**config.mk**
```make
export PLATFORM = sky130hd
export DESIGN_NAME = ctw_top
export DESIGN_NICKNAME = d
export VERILOG_FILES = /design/src/hdl/ctw_pad.sv /design/src/inc/ctw_pkg.sv /design/src/hdl/ctw_ms_timer.sv /design/src/hdl/ctw_top.sv
export SDC_FILE = /design/constraint.sdc
export NUM_CORES = 1
export LEC_CHECK = 0
export CAP_MARGIN = 5
export CORE_MARGIN = 3
export CORE_UTILIZATION = 65
export CTS_BUF_LIST = sky130_fd_sc_hd__clkbuf_2 sky130_fd_sc_hd__clkbuf_4 sky130_fd_sc_hd__clkbuf_8
export DETAILED_ROUTE_END_ITERATION = 16
export DONT_BUFFER_PORTS = 1
export GPL_ROUTABILITY_DRIVEN = 0
export HOLD_SLACK_MARGIN = 0.15
export PLACE_DENSITY_LB_ADDON = 0.25
export SYNTH_ARGS = -nofsm -noshare
export SYNTH_HDL_FRONTEND = slang
export SYNTH_HIERARCHICAL = 1
export SYNTH_SLANG_ARGS = --single-unit
```
**constraint.sdc**
```tcl
create_clock -name i_clk -period 12.51 [get_ports i_clk]
set_input_delay 0 -clock i_clk [delete_from_list [all_inputs] [get_ports i_clk]]
set_output_delay 0 -clock i_clk [all_outputs]
set_load 0.005 [all_outputs]
```
**src/hdl/ctw_pad.sv**
```systemverilog
// no logic here; the block sits in ctw_top and ctw_ms_timer

```
**src/inc/ctw_pkg.sv**
```systemverilog
// constants and decode functions for the charger timer and watchdog block
package ctw_pkg;
	localparam int CLK_PERIOD_NS = 10;
	localparam int TICK_PERIOD_NS = 1000000;
	localparam int TICK_CYCLES_DEF = TICK_PERIOD_NS / CLK_PERIOD_NS;
	localparam int TICK_W = 17;
	localparam int TW = 22;

	localparam logic [7:0] ADDR_TIMER_IRQ_CONTROL = 8'h24;
	localparam logic [7:0] ADDR_WATCHDOG_CONTROL = 8'h25;
	localparam logic [7:0] RST_TIMER_IRQ_CONTROL = 8'h00;
	localparam logic [7:0] RST_WATCHDOG_CONTROL = 8'h13;

	localparam int B_EOC_HI = 7;
	localparam int B_EOC_LO = 6;
	localparam int B_WAKE_HI = 5;
	localparam int B_WAKE_LO = 3;
	localparam int B_WAKE_EN = 2;
	localparam int B_REMIND = 1;
	localparam int B_RELEASE = 0;
	localparam int B_SUPERVISION_TIMER_ENABLE = 7;
	localparam int B_WDT_DLY = 4;
	localparam int B_WDT_HI = 1;
	localparam int B_WDT_LO = 0;

	localparam logic [TW-1:0] MS_PER_S = 22'h0003E8;
	localparam logic [TW-1:0] MS_PER_MIN = 22'h00EA60;
	localparam logic [TW-1:0] EOC_30_MIN = 22'h00001E;
	localparam logic [TW-1:0] EOC_45_MIN = 22'h00002D;
	localparam logic [TW-1:0] EOC_60_MIN = 22'h00003C;
	localparam logic [TW-1:0] WDT_RST_200_MS = 22'h0000C8;
	localparam logic [TW-1:0] WDT_RST_500_MS = 22'h0001F4;
	localparam logic [TW-1:0] REMIND_HOLD_MS = 22'h0003E8;
	localparam logic [TW-1:0] REMIND_RELEASE_MS = 22'h0003E8;
	localparam logic [TW-1:0] WAKE_2_MIN = 22'h000002;
	localparam logic [TW-1:0] WAKE_4_MIN = 22'h000004;
	localparam logic [TW-1:0] WAKE_8_MIN = 22'h000008;

	typedef enum logic [1:0] {WD_OFF, WD_RUN, WD_WAIT} ctw_wd_e;

	function automatic logic [TW-1:0] ctw_eoc_ms(input logic [1:0] code);
		logic [TW-1:0] m;
		case (code)
			2'h1: m = EOC_30_MIN;
			2'h2: m = EOC_45_MIN;
			2'h3: m = EOC_60_MIN;
			default: m = '0;
		endcase
		return TW'(m * MS_PER_MIN);
	endfunction

	// 4 s doubling to 64 s, then whole minutes, which break the doubling
	function automatic logic [TW-1:0] ctw_wake_ms(input logic [2:0] code);
		logic [TW-1:0] m;
		case (code)
			3'h5: m = TW'(WAKE_2_MIN * MS_PER_MIN);
			3'h6: m = TW'(WAKE_4_MIN * MS_PER_MIN);
			3'h7: m = TW'(WAKE_8_MIN * MS_PER_MIN);
			default: m = TW'((MS_PER_S << 2) << code);
		endcase
		return m;
	endfunction

	function automatic logic [TW-1:0] ctw_wdt_ms(input logic [1:0] code);
		return TW'(MS_PER_S << code);
	endfunction
endpackage

```
**src/hdl/ctw_ms_timer.sv**
```systemverilog
// millisecond interval timer with clear and one-cycle done pulse
`timescale 1ns/1ps
`default_nettype none
module ctw_ms_timer
	import ctw_pkg::*;
(
	input wire logic i_clk,
	input wire logic i_rst_n,
	input wire logic i_tick,
	input wire logic i_run,
	input wire logic i_clear,
	input wire logic [TW-1:0] i_limit,
	output logic o_done
);
	logic [TW-1:0] cnt_reg;
	logic [TW-1:0] cnt_next;
	logic done_reg;
	logic done_next;

	always_comb begin
		cnt_next = cnt_reg;
		done_next = 1'b0;
		if (i_clear) begin
			cnt_next = '0;
		end else if (i_run && i_tick) begin
			if (TW'(cnt_reg + 1'b1) >= i_limit) begin
				cnt_next = '0;
				done_next = 1'b1;
			end else begin
				cnt_next = TW'(cnt_reg + 1'b1);
			end
		end
	end

	always_ff @(posedge i_clk or negedge i_rst_n) begin
		if (!i_rst_n) begin
			cnt_reg <= '0;
			done_reg <= 1'b0;
		end else begin
			cnt_reg <= cnt_next;
			done_reg <= done_next;
		end
	end

	assign o_done = done_reg;
endmodule
`default_nettype wire

```
**src/hdl/ctw_top.sv**
```systemverilog
// charger auxiliary timers, interrupt reminder and host watchdog
//
// Operation
// after end of charge, back-charging continues for 0, 30, 45 or 60 minutes by a 2-bit code.
// the wake-up interrupt interval is 4 s, 8 s, 16 s, 32 s, 64 s, 2, 4 or 8 min by code.
// the wake-up timer runs only while its enable bit is 1 and is held stopped at 0.
// with the reminder bit set, an unserviced interrupt is released for a while, then reasserted.
// writing 1 to the release control bit deasserts the pending interrupt; writing 0 does nothing.
// the watchdog enable starts the watchdog at 1 and disables and resets it at 0.
// the watchdog interrupt asserts 1, 2, 4 or 8 s after enabling, by a 2-bit code.
// after the watchdog interrupt, setup returns to defaults after 200 ms or 500 ms by one bit.
`timescale 1ns/1ps
`default_nettype none
module ctw_top
	import ctw_pkg::*;
#(
	parameter int TICK_CYCLES = TICK_CYCLES_DEF
) (
	input wire logic i_clk,
	input wire logic i_rst_n,
	input wire logic [7:0] i_reg_addr,
	input wire logic [7:0] i_reg_wdata,
	input wire logic i_reg_wr,
	input wire logic i_reg_rd,
	output logic [7:0] o_reg_rdata,
	input wire logic i_eoc,
	input wire logic i_irq_req,
	output logic o_backcharge,
	output logic o_wake_event,
	output logic o_wdt_irq,
	output logic o_setup_reset,
	output logic o_irq_n
);
	logic [7:0] ctl12_reg, ctl12_next;
	logic [7:0] ctl13_reg, ctl13_next;
	logic [7:0] rdata_reg, rdata_next;
	logic [TICK_W-1:0] tick_cnt_reg, tick_cnt_next;
	logic tick;
	logic bc_reg, bc_next;
	logic wake_flag_reg, wake_flag_next;
	logic wdt_flag_reg, wdt_flag_next;
	logic released_reg, released_next;
	logic req_prev_reg;
	logic phase_reg, phase_next;
	logic irq_n_reg, irq_n_next;
	logic setup_rst_reg, setup_rst_next;
	ctw_wd_e wd_reg, wd_next;
	logic bc_done, wake_done, wd_done, rm_done;
	logic wd_clear, rm_run, rm_clear;
	logic [TW-1:0] wd_limit, rm_limit;
	logic wr12, wr13, kick, irq_want, new_event;

	assign tick = (tick_cnt_reg == TICK_W'(TICK_CYCLES - 1));
	assign wr12 = i_reg_wr && (i_reg_addr == ADDR_TIMER_IRQ_CONTROL);
	assign wr13 = i_reg_wr && (i_reg_addr == ADDR_WATCHDOG_CONTROL);
	// any register access counts as the host answering
	assign kick = i_reg_wr || i_reg_rd;
	assign new_event = wake_done || (wd_reg == WD_RUN && wd_done) || (i_irq_req && !req_prev_reg);
	assign irq_want = (i_irq_req || wake_flag_reg || wdt_flag_reg) && !released_reg;

	always_comb begin
		tick_cnt_next = tick ? '0 : TICK_W'(tick_cnt_reg + 1'b1);
		ctl12_next = ctl12_reg;
		ctl13_next = ctl13_reg;
		if (wr12) begin
			ctl12_next = i_reg_wdata;
			ctl12_next[B_RELEASE] = 1'b0;
		end
		if (wr13) begin
			ctl13_next = i_reg_wdata;
		end
		rdata_next = rdata_reg;
		if (i_reg_rd) begin
			case (i_reg_addr)
				ADDR_TIMER_IRQ_CONTROL: rdata_next = ctl12_reg;
				ADDR_WATCHDOG_CONTROL: rdata_next = ctl13_reg;
				default: rdata_next = 8'h00;
			endcase
		end
		bc_next = bc_reg;
		if (bc_done) begin
			bc_next = 1'b0;
		end
		if (i_eoc) begin
			bc_next = (ctl12_reg[B_EOC_HI:B_EOC_LO] != 2'h0);
		end
		wd_next = wd_reg;
		setup_rst_next = 1'b0;
		wdt_flag_next = wdt_flag_reg;
		wake_flag_next = wake_flag_reg;
		released_next = released_reg;
		if (wr12 && i_reg_wdata[B_RELEASE]) begin
			wake_flag_next = 1'b0;
			wdt_flag_next = 1'b0;
			released_next = 1'b1;
		end
		if (new_event) begin
			released_next = 1'b0;
		end
		if (wake_done) begin
			wake_flag_next = 1'b1;
		end
		case (wd_reg)
			WD_OFF: begin
				if (ctl13_reg[B_SUPERVISION_TIMER_ENABLE]) begin
					wd_next = WD_RUN;
				end
			end
			WD_RUN: begin
				if (!ctl13_reg[B_SUPERVISION_TIMER_ENABLE]) begin
					wd_next = WD_OFF;
				end else if (wd_done) begin
					wdt_flag_next = 1'b1;
					wd_next = WD_WAIT;
				end
			end
			WD_WAIT: begin
				if (!ctl13_reg[B_SUPERVISION_TIMER_ENABLE]) begin
					wd_next = WD_OFF;
				end else if (wd_done) begin
					setup_rst_next = 1'b1;
					ctl12_next = RST_TIMER_IRQ_CONTROL;
					ctl13_next = RST_WATCHDOG_CONTROL;
					wd_next = WD_OFF;
				end
			end
			default: wd_next = WD_OFF;
		endcase
		phase_next = phase_reg;
		if (!rm_run) begin
			phase_next = 1'b0;
		end else if (rm_done) begin
			phase_next = !phase_reg;
		end
		irq_n_next = !(irq_want && !(ctl12_reg[B_REMIND] && phase_reg));
	end

	// timing restarts on a kick while in WD_RUN and on each state change
	assign wd_clear = (wd_reg != wd_next) || (wd_reg == WD_OFF) || (wd_reg == WD_RUN && kick);
	assign wd_limit = (wd_reg == WD_WAIT) ?
		(ctl13_reg[B_WDT_DLY] ? WDT_RST_500_MS : WDT_RST_200_MS) :
		ctw_wdt_ms(ctl13_reg[B_WDT_HI:B_WDT_LO]);
	assign rm_run = ctl12_reg[B_REMIND] && irq_want;
	assign rm_clear = !rm_run || rm_done;
	assign rm_limit = phase_reg ? REMIND_RELEASE_MS : REMIND_HOLD_MS;

	ctw_ms_timer u_bc (
		.i_clk(i_clk),
		.i_rst_n(i_rst_n),
		.i_tick(tick),
		.i_run(bc_reg),
		.i_clear(!bc_reg || i_eoc),
		.i_limit(ctw_eoc_ms(ctl12_reg[B_EOC_HI:B_EOC_LO])),
		.o_done(bc_done)
	);

	ctw_ms_timer u_wake (
		.i_clk(i_clk),
		.i_rst_n(i_rst_n),
		.i_tick(tick),
		.i_run(ctl12_reg[B_WAKE_EN]),
		.i_clear(!ctl12_reg[B_WAKE_EN]),
		.i_limit(ctw_wake_ms(ctl12_reg[B_WAKE_HI:B_WAKE_LO])),
		.o_done(wake_done)
	);

	ctw_ms_timer u_wd (
		.i_clk(i_clk),
		.i_rst_n(i_rst_n),
		.i_tick(tick),
		.i_run(wd_reg != WD_OFF),
		.i_clear(wd_clear),
		.i_limit(wd_limit),
		.o_done(wd_done)
	);

	ctw_ms_timer u_rm (
		.i_clk(i_clk),
		.i_rst_n(i_rst_n),
		.i_tick(tick),
		.i_run(rm_run),
		.i_clear(rm_clear && !rm_run),
		.i_limit(rm_limit),
		.o_done(rm_done)
	);

	always_ff @(posedge i_clk or negedge i_rst_n) begin
		if (!i_rst_n) begin
			tick_cnt_reg <= '0;
			ctl12_reg <= RST_TIMER_IRQ_CONTROL;
			ctl13_reg <= RST_WATCHDOG_CONTROL;
			rdata_reg <= 8'h00;
			bc_reg <= 1'b0;
			wake_flag_reg <= 1'b0;
			wdt_flag_reg <= 1'b0;
			released_reg <= 1'b0;
			req_prev_reg <= 1'b0;
			phase_reg <= 1'b0;
			irq_n_reg <= 1'b1;
			setup_rst_reg <= 1'b0;
			wd_reg <= WD_OFF;
		end else begin
			tick_cnt_reg <= tick_cnt_next;
			ctl12_reg <= ctl12_next;
			ctl13_reg <= ctl13_next;
			rdata_reg <= rdata_next;
			bc_reg <= bc_next;
			wake_flag_reg <= wake_flag_next;
			wdt_flag_reg <= wdt_flag_next;
			released_reg <= released_next;
			req_prev_reg <= i_irq_req;
			phase_reg <= phase_next;
			irq_n_reg <= irq_n_next;
			setup_rst_reg <= setup_rst_next;
			wd_reg <= wd_next;
		end
	end

	assign o_reg_rdata = rdata_reg;
	assign o_backcharge = bc_reg;
	assign o_wake_event = wake_done;
	assign o_wdt_irq = wdt_flag_reg;
	assign o_setup_reset = setup_rst_reg;
	assign o_irq_n = irq_n_reg;
endmodule
`default_nettype wire

```
==> flow_summary.ini <==
[clock_network]
clock_sink_count = 143
cts_tree = yes
cts_buffers = 17
cts_post_setup_buffers_inserted = 0
cts_resized = 0
clk_pin_slew_ns = 0.09
cts.htree.levels = 4
cts.root.buffer_cell = clkbuf_8
worstSkewPairLatency_ns = 0.46
cts-root-to-sink-buffers = 2

[worst_setup_path]
path_delay_family = compound AO/OA/AOI/OAI gates
critical-path-max-stage-delay_ns = 0.66
criticalPathCategory = reg2reg
critPathRequiredTime_ns = 12.85
timing.critical_path.mode_cell = ha_1
timing.rr.start = ctl12_reg[6]$_DFF_PN0_
worstPathMaxFanout = 28
critPathArrivalTime_ns = 4.93
r2r_slack_ns = 7.92
critical-path-slowest-cell = o221a_2
worst_r2r_path_depth = 18
cp_cell_sequence = inv_1, ha_1, inv_1, ha_1, xnor2_1, and2_1, ha_1, o21ai_0, nand2_1, nand2_1, xnor2_1, inv_1, ha_1, and4_1, a221oi_1, o221a_2, nand2_2, o31ai_1
startpoint_type_of_the_worst_setup_path = flip-flop
critical_path.n_buffers_inverters = 3
reg2reg_to = u_bc/cnt_reg[4]$_DFFE_PN0P_
setup.worst_path.end_class = flip-flop

[floorplanning]
placement_rows = 46
die-height_um = 136
fp.coreArea_um2 = 16200
initial_core_util = 0.679
dieArea_um2 = 18500
floorplan.die.width_um = 136
pin_count = 35

[run_status]
status = finished clean

[timing]
fin_tns_setup_ns = 0
clock_tree_skew_after_final_layout_ns = 0.0112
finalSetupViolCount = 0
max_slew.worst_pin.slew_ns = 0.904
layout_min_cycle_time_ns = 4.59
clock.fmax_ghz = 0.218
timing_hold_violations_final = 0
timing.max_slew.rel_slack = 0.393
grt_setup_unrepaired = no
period_share = 0.367
final_max_slew_viol_count = 0

[cells_and_area]
layout-drive-gt1-share = 0.0629
postLayoutCoreUtil = 0.733
n_antenna_cell = 0
area_growth_syn_to_layout_pct = 7.96
layout.nets = 1419

[routing]
dr.pass1.iters = 5
wl_per_cell_um = 16.5
vias_per_cell = 6.08
detailroute.via_count = 9239
drc = 0
final_antenna_net_count = 0
drt-total-wl_mm = 25.1
drt_first_iter_violations = 802

[pwr]
power_per_cell_area_nw_per_um2 = 81.8
fin_total_pwr_uw = 972
power.static_leakage_uw = 0.00555
vdd.ir_drop.worst_uv = 80.7

[yosys]
synth.most_common_cell = dfrtp_1
synth_edf_count = 0
synth_async_sr_flop_share = 1.00
post_synth_instance_area_um2 = 11000
synth_area_leader_cell = dfrtp_1
synthFlopType = dfrtp_1
synth_seq_area_share = 0.325
ys.warnings.count = 6
synth_seq_cells = 143
postSynthAreaPerCell_um2 = 8.82
synth.cells.most_frequent = 139 x dfrtp_1, 132 x nand2_1, 123 x inv_1
post_synth_main_area_contributors = dfrtp_1 32%, ha_1 12%, xnor2_1 4.5%, nand2_1 4.5%, inv_1 4.2%
synth_top_area_share = 0.316
synth_cells = 1249
post_synth_num_cell_types = 77

[global_routing]
wire_length_of_the_first_global_routing_pass_mm = 42.8
first_global_vias = 8931
global_route.overflow_total = 0
grt_max_degree = 144
gr-usage-all-layers = 0.284
initial_antenna_violation_count = 0

[job]
max-cap-violations = 0

[placement]
placement.io_buffers = 0
dp.final_hpwl_mm = 17.6

[min_path]
holdCritPathClass = in2async
==> report_power, final <==
part | switching, uW | internal (uW)
combinational | 52.4 | 30.1
sequential | 5.24 | 466
clock | 190 | 229
==> kinds of logic (layout without fill, tap and decap cells) <==
kind of cell             after synthesis  after routing  share of synthesized area
AO/OA/AOI/OAI                        219            219                      0.141
XOR/XNOR                              91             91                     0.0737
adder cells (fa/ha/maj)              106            106                      0.120
buffers and inverters                173            184                     0.0699
flip-flops                           143            143                      0.325
multiplexers                          31             31                     0.0282
other                                  2             46                   0.000682
AND/OR/NAND/NOR                      484            484                      0.241
==> stage by stage <==
step                      area, um2  std cells  hold WS, ns  worst slack (ns)
final                         11900       1520        0.159              7.92
after global placement        11200       1462       -0.292              8.33
after detailed placement      11200       1462       -0.291              8.14
after CTS                     11900       1520        0.190              8.00
after floorplan               11200       1293       -0.296              8.55
after global routing          11900       1520        0.204              7.63
==> layout by cell type (no fill, tap or decap), drive strengths merged, types with 9 or more instances in the layout <==
cell	netlist	layout
a31oi	17	17
and2	17	17
xor2	32	32
nand2b	16	16
and3	18	18
inv	123	125
dfrtp	139	139
a21oi	62	62
o21ai	16	16
dlygate4sd3	0	25
nand3	90	90
nor4	13	13
mux2i	31	31
nor2	75	75
a22o	10	10
nand4	46	46
nor3	15	15
o22ai	15	15
xnor2	59	59
and4	17	17
a32o	9	9
conb	2	46
ha	106	106
nand2	136	136
clkbuf	29	19
o31ai	25	25
o21a	13	13
==> routing by layer <==
metal | vias to the layer above | track usage | part of all wire
met3 | 43 | 0.0544 | 0.051
met5 | - | 0 | 0
met2 | 286 | 0.455 | 0.47
met4 | 0 | 0.0890 | 0.019
met1 | 4414 | 0.390 | 0.46
li1 | 4496 | - | -
==> layout make-up <==
class	instances	area, um2
inverter	124	465
clock inverter	13	185
multi-input combinational	977	6830
fill	1246	4340
clock buffer	19	262
tap	216	270
timing repair buffer	28	293
sequential	143	3580
==> worst max-delay path by stage <==
stage	startpoint	end	slack, ns	depth (start not counted)
3_3_place_gp	ctl12_reg[6]$_DFF_PN0_	u_bc/cnt_reg[20]$_DFFE_PN0P_	8.33	18
6_report	ctl12_reg[6]$_DFF_PN0_	u_bc/cnt_reg[4]$_DFFE_PN0P_	7.92	18
5_1_grt	ctl12_reg[6]$_DFF_PN0_	u_bc/cnt_reg[4]$_DFFE_PN0P_	7.63	18
4_1_cts	ctl12_reg[6]$_DFF_PN0_	u_bc/cnt_reg[4]$_DFFE_PN0P_	8.00	18
2_1_floorplan	ctl12_reg[6]$_DFF_PN0_	u_bc/cnt_reg[15]$_DFFE_PN0P_	8.55	22
3_5_place_dp	ctl12_reg[6]$_DFF_PN0_	u_bc/cnt_reg[4]$_DFFE_PN0P_	8.14	18
==> worst register-to-register path, cell delays in order, from the launching register on <==
cell	delay (ns)
dfrtp_1	0.47
inv_1	0.16
ha_1	0.33
inv_1	0.16
ha_1	0.23
xnor2_1	0.13
and2_1	0.16
ha_1	0.26
o21ai_0	0.19
nand2_1	0.07
nand2_1	0.08
xnor2_1	0.12
inv_1	0.07
ha_1	0.32
and4_1	0.21
a221oi_1	0.28
o221a_2	0.66
nand2_2	0.26
o31ai_1	0.32
==> timing repair <==
| action | in CTS | in global routing |
|---|---|---|
| hold buffers | 26 | 0 |
| hold endpoints to repair | 191 | 0 |
| setup endpoints to repair | 0 | 0 |
(Power assumes the default switching activity.)
